<file path="src/rtl/sensor_regs_pkg.sv">
// register map, field positions and reset values of the sensor register bank
// assumes: one byte-wide register space behind a serial engine, one clock
package sensor_regs_pkg;

    // byte addresses of the register map
    localparam logic [7:0] ADDR_TEMP_LOW  = 8'h00;
    localparam logic [7:0] ADDR_TEMP_HIGH = 8'h01;
    localparam logic [7:0] ADDR_RH_LOW    = 8'h02;
    localparam logic [7:0] ADDR_RH_HIGH   = 8'h03;
    localparam logic [7:0] ADDR_STATUS    = 8'h04;
    localparam logic [7:0] ADDR_TEMP_PEAK = 8'h05;
    localparam logic [7:0] ADDR_RH_PEAK   = 8'h06;
    localparam logic [7:0] ADDR_IRQ_EN    = 8'h07;
    localparam logic [7:0] ADDR_TEMP_TRIM = 8'h08;
    localparam logic [7:0] ADDR_RH_TRIM   = 8'h09;
    localparam logic [7:0] ADDR_CONFIG    = 8'h0E;

    // status and interrupt enable bit positions
    localparam int BIT_DONE    = 7;
    localparam int BIT_TEMP_HI = 6;
    localparam int BIT_TEMP_LO = 5;
    localparam int BIT_RH_HI   = 4;
    localparam int BIT_RH_LO   = 3;

    // configuration bit positions
    localparam int CFG_SOFT_BIT  = 7;
    localparam int CFG_DRIVE_BIT = 2;
    localparam int CFG_POL_BIT   = 1;

    // reset values and result layout
    localparam logic [7:0]  ZERO_BYTE   = 8'h00;
    localparam logic [15:0] ZERO_WORD   = 16'h0000;
    localparam logic [15:0] RESULT_CEIL = 16'hFFFC;
    localparam logic [4:0]  ZERO_FLAGS  = 5'h00;
    localparam logic [6:0]  ZERO_CFG    = 7'h00;
    localparam int          CODE_BITS   = 14;
    localparam int          PAD_BITS    = 2;
    localparam int          TRIM_SHIFT  = 6;

endpackage

</file>
<file path="src/rtl/trim_adder.sv">
// offset trim: adds a signed byte trim to a left-aligned conversion code
// assumes: combinational use, result registered by the caller
`timescale 1ns/1ps
module trim_adder
    import sensor_regs_pkg::*;
#(
    parameter int CODE_W = CODE_BITS,
    parameter int TRIM_W = 8
) (
    // inputs
    input  wire logic [CODE_W-1:0] raw_code,
    input  wire logic [TRIM_W-1:0] trim,
    // trimmed, clamped result
    output logic      [15:0]       result
);

    logic [17:0] code_ext;
    logic [17:0] trim_ext;
    logic [17:0] sum;

    if (CODE_W + PAD_BITS != 16 || TRIM_W + TRIM_SHIFT > 17) begin : g_chk
        $error("trim_adder: unsupported widths");
    end

    // msb of trim carries negative weight, one trim lsb is 16 codes (64 after left alignment)
    assign code_ext = {2'b00, raw_code, {PAD_BITS{1'b0}}};
    assign trim_ext = {{(18 - TRIM_W - TRIM_SHIFT){trim[TRIM_W-1]}}, trim, {TRIM_SHIFT{1'b0}}};
    assign sum      = code_ext + trim_ext;

    // clamp rather than wrap, so a trim never flips hot into cold
    always_comb begin
        if (sum[17]) begin
            result = ZERO_WORD;
        end else if (sum[16]) begin
            result = RESULT_CEIL;
        end else begin
            result = {sum[15:PAD_BITS], {PAD_BITS{1'b0}}};
        end
    end

endmodule

</file>
<file path="src/rtl/peak_tracker.sv">
// peak detector: keeps the largest 8-bit code since reset or last write
// assumes: sample and write strobes are single-cycle, same clock
`timescale 1ns/1ps
module peak_tracker
    import sensor_regs_pkg::*;
#(
    parameter int CODE_W = 8
) (
    // clock and reset
    input  wire logic              core_clk,
    input  wire logic              blk_rst,
    // new sample
    input  wire logic              sample_valid,
    input  wire logic [CODE_W-1:0] sample_code,
    // host write
    input  wire logic              wr_en,
    input  wire logic [CODE_W-1:0] wr_data,
    // stored peak
    output logic      [CODE_W-1:0] peak
);

    if (CODE_W != 8) begin : g_chk
        $error("peak_tracker: register is one byte wide");
    end

    // a host write wins over a sample in the same cycle
    always_ff @(posedge core_clk) begin
        if (blk_rst) begin
            peak <= ZERO_BYTE;
        end else if (wr_en) begin
            peak <= wr_data;
        end else if (sample_valid && sample_code > peak) begin
            peak <= sample_code;
        end
    end
endmodule

</file>
<file path="src/rtl/climate_sensor_regs.sv">
// result, status, peak, interrupt enable and trim registers of the sensor
// assumes: serial engine gives byte strobes on core_clk; converter gives
// one-cycle conv_done with codes and threshold compares on the same clock
`timescale 1ns/1ps
module climate_sensor_regs
    import sensor_regs_pkg::*;
(
    // clock and reset
    input  wire logic        core_clk,
    input  wire logic        sys_rst,
    // byte side of the serial engine
    input  wire logic        ptr_load,
    input  wire logic [7:0]  ptr_byte,
    input  wire logic        wr_strobe,
    input  wire logic [7:0]  wr_byte,
    input  wire logic        rd_strobe,
    output logic      [7:0]  rd_byte,
    output logic             reg_hit,
    // converter side
    input  wire logic        conv_done,
    input  wire logic [13:0] conv_temp,
    input  wire logic [13:0] conv_rh,
    input  wire logic        temp_above,
    input  wire logic        temp_below,
    input  wire logic        rh_above,
    input  wire logic        rh_below,
    // alert pin
    output logic             alert_pin,
    output logic             alert_pin_drive_n,
    // configuration towards the rest of the device
    output logic      [6:0]  cfg_bits,
    output logic             nv_reload
);

    ////////////////////////////////////////////////////////////////////////////
    // declarations

    logic [7:0]  ptr;
    logic [15:0] temp_result;
    logic [15:0] rh_result;
    logic [15:0] temp_trimmed;
    logic [15:0] rh_trimmed;
    logic [7:3]  flags;
    logic [7:3]  flag_set;
    logic [7:3]  flag_clr;
    logic [7:3]  irq_en;
    logic [7:0]  temp_trim_value;
    logic [7:0]  rh_trim_value;
    logic [7:0]  temp_peak_code;
    logic [7:0]  rh_peak_code;
    logic [6:0]  cfg;
    logic        soft_restart_bit;
    logic        blk_rst;
    logic        status_rd;
    logic        result_rd;
    logic        alert_active;
    logic [7:0]  next_rd_byte;

    ////////////////////////////////////////////////////////////////////////////
    // decode helpers

    function automatic logic is_result_addr(input logic [7:0] addr);
        return addr == ADDR_TEMP_LOW || addr == ADDR_TEMP_HIGH ||
               addr == ADDR_RH_LOW || addr == ADDR_RH_HIGH;
    endfunction

    function automatic logic is_mapped(input logic [7:0] addr);
        return addr <= ADDR_RH_TRIM || addr == ADDR_CONFIG;
    endfunction

    function automatic logic write_at(input logic strobe, input logic [7:0] addr,
                                      input logic [7:0] target);
        return strobe && addr == target;
    endfunction

    // soft reset runs the same path as the power-up reset
    assign blk_rst   = sys_rst || soft_restart_bit;
    assign status_rd = rd_strobe && ptr == ADDR_STATUS;
    assign result_rd = rd_strobe && is_result_addr(ptr);
    assign reg_hit   = is_mapped(ptr);

    ////////////////////////////////////////////////////////////////////////////
    // register pointer

    // the pointer survives a soft reset; it belongs to the serial engine
    always_ff @(posedge core_clk) begin
        if (sys_rst) begin
            ptr <= ZERO_BYTE;
        end else if (ptr_load) begin
            ptr <= ptr_byte;
        end else if (wr_strobe || rd_strobe) begin
            ptr <= 8'(ptr + 8'h01);
        end
    end

    ////////////////////////////////////////////////////////////////////////////
    // conversion results with offset trim

    // code scale fixed by the converter; trims line up with it at 16 codes per lsb (64 in the left-aligned 16-bit result)
    trim_adder #(
        .CODE_W (CODE_BITS),
        .TRIM_W (8)
    ) u_temp_trim (
        .raw_code (conv_temp),
        .trim     (temp_trim_value),
        .result   (temp_trimmed)
    );

    trim_adder #(
        .CODE_W (CODE_BITS),
        .TRIM_W (8)
    ) u_rh_trim (
        .raw_code (conv_rh),
        .trim     (rh_trim_value),
        .result   (rh_trimmed)
    );

    always_ff @(posedge core_clk) begin
        if (blk_rst) begin
            temp_result <= ZERO_WORD;
            rh_result   <= ZERO_WORD;
        end else if (conv_done) begin
            temp_result <= temp_trimmed;
            rh_result   <= rh_trimmed;
        end
    end

    ////////////////////////////////////////////////////////////////////////////
    // status flags

    assign flag_set = conv_done ? {1'b1, temp_above, temp_below, rh_above, rh_below} : ZERO_FLAGS;

    // the read returns the snapshot taken before this edge, so clearing
    // what was set is exactly what was reported
    always_comb begin
        flag_clr            = status_rd ? flags : ZERO_FLAGS;
        flag_clr[BIT_DONE]  = (status_rd || result_rd) && flags[BIT_DONE];
    end

    for (genvar i = BIT_RH_LO; i <= BIT_DONE; i++) begin : g_flag
        // set beats clear, so an event in the read cycle stays pending
        always_ff @(posedge core_clk) begin
            if (blk_rst) begin
                flags[i] <= 1'b0;
            end else if (flag_set[i]) begin
                flags[i] <= 1'b1;
            end else if (flag_clr[i]) begin
                flags[i] <= 1'b0;
            end
        end
    end

    ////////////////////////////////////////////////////////////////////////////
    // peak detectors

    peak_tracker #(
        .CODE_W (8)
    ) u_temp_peak (
        .core_clk     (core_clk),
        .blk_rst      (blk_rst),
        .sample_valid (conv_done),
        .sample_code  (temp_trimmed[15:8]),
        .wr_en        (write_at(wr_strobe, ptr, ADDR_TEMP_PEAK)),
        .wr_data      (wr_byte),
        .peak         (temp_peak_code)
    );

    peak_tracker #(
        .CODE_W (8)
    ) u_rh_peak (
        .core_clk     (core_clk),
        .blk_rst      (blk_rst),
        .sample_valid (conv_done),
        .sample_code  (rh_trimmed[15:8]),
        .wr_en        (write_at(wr_strobe, ptr, ADDR_RH_PEAK)),
        .wr_data      (wr_byte),
        .peak         (rh_peak_code)
    );

    ////////////////////////////////////////////////////////////////////////////
    // writable control registers

    always_ff @(posedge core_clk) begin
        if (blk_rst) begin
            irq_en <= ZERO_FLAGS;
        end else if (write_at(wr_strobe, ptr, ADDR_IRQ_EN)) begin
            irq_en <= wr_byte[7:3];
        end
    end

    always_ff @(posedge core_clk) begin
        if (blk_rst) begin
            temp_trim_value <= ZERO_BYTE;
            rh_trim_value   <= ZERO_BYTE;
        end else begin
            if (write_at(wr_strobe, ptr, ADDR_TEMP_TRIM)) begin
                temp_trim_value <= wr_byte;
            end
            if (write_at(wr_strobe, ptr, ADDR_RH_TRIM)) begin
                rh_trim_value <= wr_byte;
            end
        end
    end

    always_ff @(posedge core_clk) begin
        if (blk_rst) begin
            cfg <= ZERO_CFG;
        end else if (write_at(wr_strobe, ptr, ADDR_CONFIG)) begin
            cfg <= wr_byte[6:0];
        end
    end

    // one-cycle pulse that ends by itself; it resets everything on blk_rst except the pointer and rd_byte
    always_ff @(posedge core_clk) begin
        if (sys_rst) begin
            soft_restart_bit <= 1'b0;
        end else begin
            soft_restart_bit <= write_at(wr_strobe, ptr, ADDR_CONFIG) && wr_byte[CFG_SOFT_BIT];
        end
    end

    assign cfg_bits  = cfg;
    assign nv_reload = soft_restart_bit;

    ////////////////////////////////////////////////////////////////////////////
    // read path

    always_comb begin
        case (ptr)
            ADDR_TEMP_LOW:  next_rd_byte = temp_result[7:0];
            ADDR_TEMP_HIGH: next_rd_byte = temp_result[15:8];
            ADDR_RH_LOW:    next_rd_byte = rh_result[7:0];
            ADDR_RH_HIGH:   next_rd_byte = rh_result[15:8];
            ADDR_STATUS:    next_rd_byte = {flags, 3'b000};
            ADDR_TEMP_PEAK: next_rd_byte = temp_peak_code;
            ADDR_RH_PEAK:   next_rd_byte = rh_peak_code;
            ADDR_IRQ_EN:    next_rd_byte = {irq_en, 3'b000};
            ADDR_TEMP_TRIM: next_rd_byte = temp_trim_value;
            ADDR_RH_TRIM:   next_rd_byte = rh_trim_value;
            ADDR_CONFIG:    next_rd_byte = {1'b0, cfg};
            default:        next_rd_byte = ZERO_BYTE;
        endcase
    end

    // not touched by soft reset so an in-flight answer is not torn
    always_ff @(posedge core_clk) begin
        if (sys_rst) begin
            rd_byte <= ZERO_BYTE;
        end else if (rd_strobe) begin
            rd_byte <= next_rd_byte;
        end
    end

    ////////////////////////////////////////////////////////////////////////////
    // alert pin

    // done uses plain sense, threshold gates use inverted sense
    assign alert_active = (flags[BIT_DONE] && irq_en[BIT_DONE]) ||
                          |(flags[BIT_TEMP_HI:BIT_RH_LO] & ~irq_en[BIT_TEMP_HI:BIT_RH_LO]);

    always_ff @(posedge core_clk) begin
        if (blk_rst) begin
            alert_pin         <= 1'b1;
            alert_pin_drive_n <= 1'b1;
        end else begin
            alert_pin         <= cfg[CFG_POL_BIT] ? alert_active : !alert_active;
            alert_pin_drive_n <= !cfg[CFG_DRIVE_BIT];
        end
    end
endmodule

</file>
<file path="config.mk">
export PLATFORM = sky130hd
export DESIGN_NAME = climate_sensor_regs
export DESIGN_NICKNAME = d
export VERILOG_FILES = /design/src/rtl/sensor_regs_pkg.sv /design/src/rtl/trim_adder.sv /design/src/rtl/peak_tracker.sv /design/src/rtl/climate_sensor_regs.sv
export SDC_FILE = /design/constraint.sdc
export NUM_CORES = 1
export LEC_CHECK = 0
export ABC_AREA = 1
export BUFFER_PORTS_ARGS = -buffer_cell sky130_fd_sc_hd__buf_2
export CORE_MARGIN = 3
export CORE_UTILIZATION = 50
export DETAILED_ROUTE_END_ITERATION = 8
export PLACE_DENSITY = 0.7
export SLEW_MARGIN = 20
export SYNTH_ARGS = -nofsm -noshare
export SYNTH_HDL_FRONTEND = slang
export SYNTH_SLANG_ARGS = --single-unit
</file>
<file path="constraint.sdc">
create_clock -name core_clk -period 5.2 [get_ports core_clk]
set_input_delay 0.26 -clock core_clk [delete_from_list [all_inputs] [get_ports core_clk]]
set_output_delay 0.26 -clock core_clk [all_outputs]
set_load 0.02 [all_outputs]
</file>
==> impl_metrics.toml <==
[pwr]
powerDensity_nw_per_um2 = 260
leakagePower_nw = 3.85
p_sw_share_pct = 30.7
pwr-share-clk_pct = 37.6
pwr-share-seq_pct = 42.2
cellInternalPower_mw = 1.35
p_sw_uw = 597
peakVddDrop_mv = 0.268
p_comb_share_pct = 20.2
power_mw = 1.95

[floorplanning]
fp.dieH_um = 122
num_io_pins = 73
start_util_pct = 52.1
die-area_um2 = 14800
rows = 41
coreArea_um2 = 12800
die_w_um = 122

[detailed_routing]
post-route-drc-count = 0
drt_wl_total_um = 19600
first_pass_iters = 5
wire_per_inst_um = 15.1
via_per_inst = 5.23
ant_nets = 0
drtIter0Drc = 656
num_vias = 6789

[critical_path]
max_stage_delay_ns = 0.40
worst_setup_path_start_kind = "register"
crit_chain = "ha_1 > inv_1 > fa_1 > inv_1 > nand3_1 > nand3_1 > nand2_1 > nand2_1 > nand2_1 > nand2_1 > inv_1 > ha_1 > nand2_1 > nor2_1 > nand2_1 > nand2_1 > nand2_1 > nor2_2 > nand3_1 > a21oi_2"
timing.rr.end = "u_rh_peak.peak[0]"
r2r_cells = 20
slowest_stage = "nand2_1"
path_max_fanout = 14
worstPathArrival_ns = 4.05
cp.required_ns = 5.48
r2r-start = "rh_trim_value[0]"
crit_family = "simple AND/OR/NAND/NOR gates"
cp-end-kind = "register"
cpMostUsedCell = "nand2_1"
crit_buf_inv = 3
rrSetupSlack_ns = 1.44
critical_path_class = "reg2reg"

[synth]
synth_edf_count = 0
syn_area_per_cell_um2 = 6.29
synth_fa_ha_area_share_pct = 8.64
yosys.area_share.simple_pct = 37.3
yosys_most_used_dff = "dfxtp_1"
synth-compound-area-share_pct = 13.3
syn-instance-count = 1063
yosysSeqAreaShare_pct = 28.7
yosysTopAreaCell = "dfxtp_1"
synth_top_family_by_area = "simple AND/OR/NAND/NOR gates"
synth_common_cells = "nand2_1, inv_1, nor2_1, dfxtp_1, nand3_1"
synthMuxAreaShare_pct = 0
synth_xor_area_share_pct = 1.57
ys_seq_elements = 96
yosysUniqueCellTypes = 40
yosysMostFrequentCell = "nand2_1"
synth_fp_nets = 1162
netlist_area_um2 = 6690
ys_top_cells_by_area = "dfxtp_1, nand2_1, ha_1, inv_1, nand3_1"
ys.warnings.count = 0
synthArstFlopShare_pct = 0
synth_top_area_share_pct = 28.7

[clocking]
numClockSinks = 96
cts-htree-levels = 3
cts_inserted_buffers = 9
cts_buffer_depth = 2
cts.clk_slew.worst_paths_ns = 0.06
insertion_delay_ns = 0.36
cts_root_buffer = "clkbuf_16"
cts_setup_buffers = 0
cts_resized = 0
cts_tree = "built"
cts_hold_buf = 0

[timing]
slew_headroom_pct = 42.2
hold_viol = 0
rsz0062_at_grt = "no"
finalSetupViolCount = 0
tightest_slew_ns = 0.867
tns_ns = 0
min_period_ns = 3.76
fin_crit_sh_pct = 72.4
setup_slack_ns = 1.44
max_freq_mhz = 266
fin_worst_skew_ns = 0.0130
hold_ws_ns = 0.158
slew_violations = 0

[placement]
place_congestion = 0.989
placed_cell_area_um2 = 7170
pre_cts_ws_ns = 1.55
port_buffers = 72
place_hpwl_um = 14800

[layout]
final_area_um2 = 7490
nFillCells = 1349
syn_to_final_growth_pct = 12.0
antennaDiodeCount = 0
final_nets = 1222
drive_gt1_share_pct = 12.8

[min_path]
min_from = "rh_below"
min_to = "flags[3]"
hold_class = "in2reg"
whs_path_depth = 3

[grt]
antenna_found_initial = 0
grtUsageTotal_pct = 27.0
grt_pass1_vias = 6144
overflow = 0
grt_max_degree = 50
grt_pass1_wl_um = 31400

[flow_run]
drv_cap = 0

[run_status]
status = "completed"
flip-flops by register name, indices dropped and copies added (netlist names):
name,count
rh_result,14
temp_result,14
ptr,8
rd_byte,8
rh_trim_value,8
temp_trim_value,8
u_rh_peak.peak,8
u_temp_peak.peak,8
cfg_bits,7
flags,5
irq_en,5
alert_pin,1
alert_pin_drive_n,1
nv_reload,1
layout by cell type, fill, tap and decap left out, types with 3 or more instances in the layout:
| cell | netlist | routed |
|---|---|---|
| nor2_2 | 7 | 8 |
| dfxtp_1 | 96 | 96 |
| nor2_1 | 102 | 101 |
| clkinv_1 | 3 | 3 |
| nor2_4 | 3 | 3 |
| o21ai_1 | 4 | 4 |
| xor2_1 | 7 | 7 |
| inv_1 | 141 | 141 |
| buf_2 | 7 | 72 |
| nand2_4 | 4 | 4 |
| ha_1 | 43 | 43 |
| nor3_4 | 7 | 7 |
| xnor2_1 | 5 | 5 |
| nand3_1 | 87 | 87 |
| nand4_1 | 9 | 9 |
| a211oi_1 | 4 | 4 |
| inv_2 | 6 | 6 |
| a31oi_1 | 3 | 3 |
| clkbuf_16 | 0 | 9 |
| nand2_1 | 350 | 350 |
| a21oi_2 | 18 | 18 |
| o21ai_0 | 45 | 45 |
| a21oi_1 | 70 | 70 |
cell type report:
class | instances | area [µm²] | area share, %
clock buffers | 11 | 243 | 3.24
clock inverters | 4 | 76.3 | 1.02
inverters | 153 | 587 | 7.83
multi-input cells | 789 | 4070 | 54.4
flip-flops and latches | 96 | 1920 | 25.7
well taps | 172 | 215 | 2.87
repair buffers | 74 | 375 | 5.01
worst max path at each step:
stage | startpoint | end | cells past startpoint
2_1_floorplan | rh_trim_value[0] | u_rh_peak.peak[0] | 23
3_3_place_gp | temp_trim_value[7] | u_temp_peak.peak[1] | 22
3_5_place_dp | temp_trim_value[0] | u_temp_peak.peak[3] | 22
4_1_cts | temp_trim_value[7] | u_temp_peak.peak[2] | 22
5_1_grt | temp_trim_value[7] | u_temp_peak.peak[3] | 22
6_report | rh_trim_value[0] | u_rh_peak.peak[0] | 20
routing by layer:
layer / routed length, µm / track usage [%]
met5: 0 / 0
met2: 8310 / 39.7
met1: 9410 / 39.6
met3: 1360 / 4.97
met4: 511 / 9.10
through the flow:
stage,utilization [%],std cells
global placement,55.9,1284
detailed placement,55.9,1284
floorplan,-,1063
CTS,58.4,1299
global route,58.4,1299
finish,58.4,1299
kinds of logic (layout without fill, tap and decap cells):
family,count (synthesis),after routing
flip-flops,96,96
AND/OR/NAND/NOR,577,577
adder cells (fa/ha/maj),45,45
XOR/XNOR,12,12
buffers and inverters,178,242
AO/OA/AOI/OAI,155,155
power groups by stage:
| stage | registers, mW | clock network (mW) | logic (mW) |
|---|---|---|---|
| after global placement | 0.836 | 0 | 0.383 |
| after detailed placement | 0.835 | 0 | 0.386 |
| after CTS | 0.819 | 0.738 | 0.389 |
| after floorplan | 0.823 | 0 | 0.284 |
| after global routing | 0.825 | 0.761 | 0.446 |
| final | 0.821 | 0.731 | 0.393 |
worst register-to-register path, delay by kind of cell (launching register included):
family                     cells  cell delay [ns]
and+or+nand+nor               13             2.02
adders and majority gates      3             0.91
DFF                            1             0.36
AOI/OAI and AO/OA              1             0.15
buffers and inverters          3             0.25
Note: power is estimated with default switching activity, not from simulation.
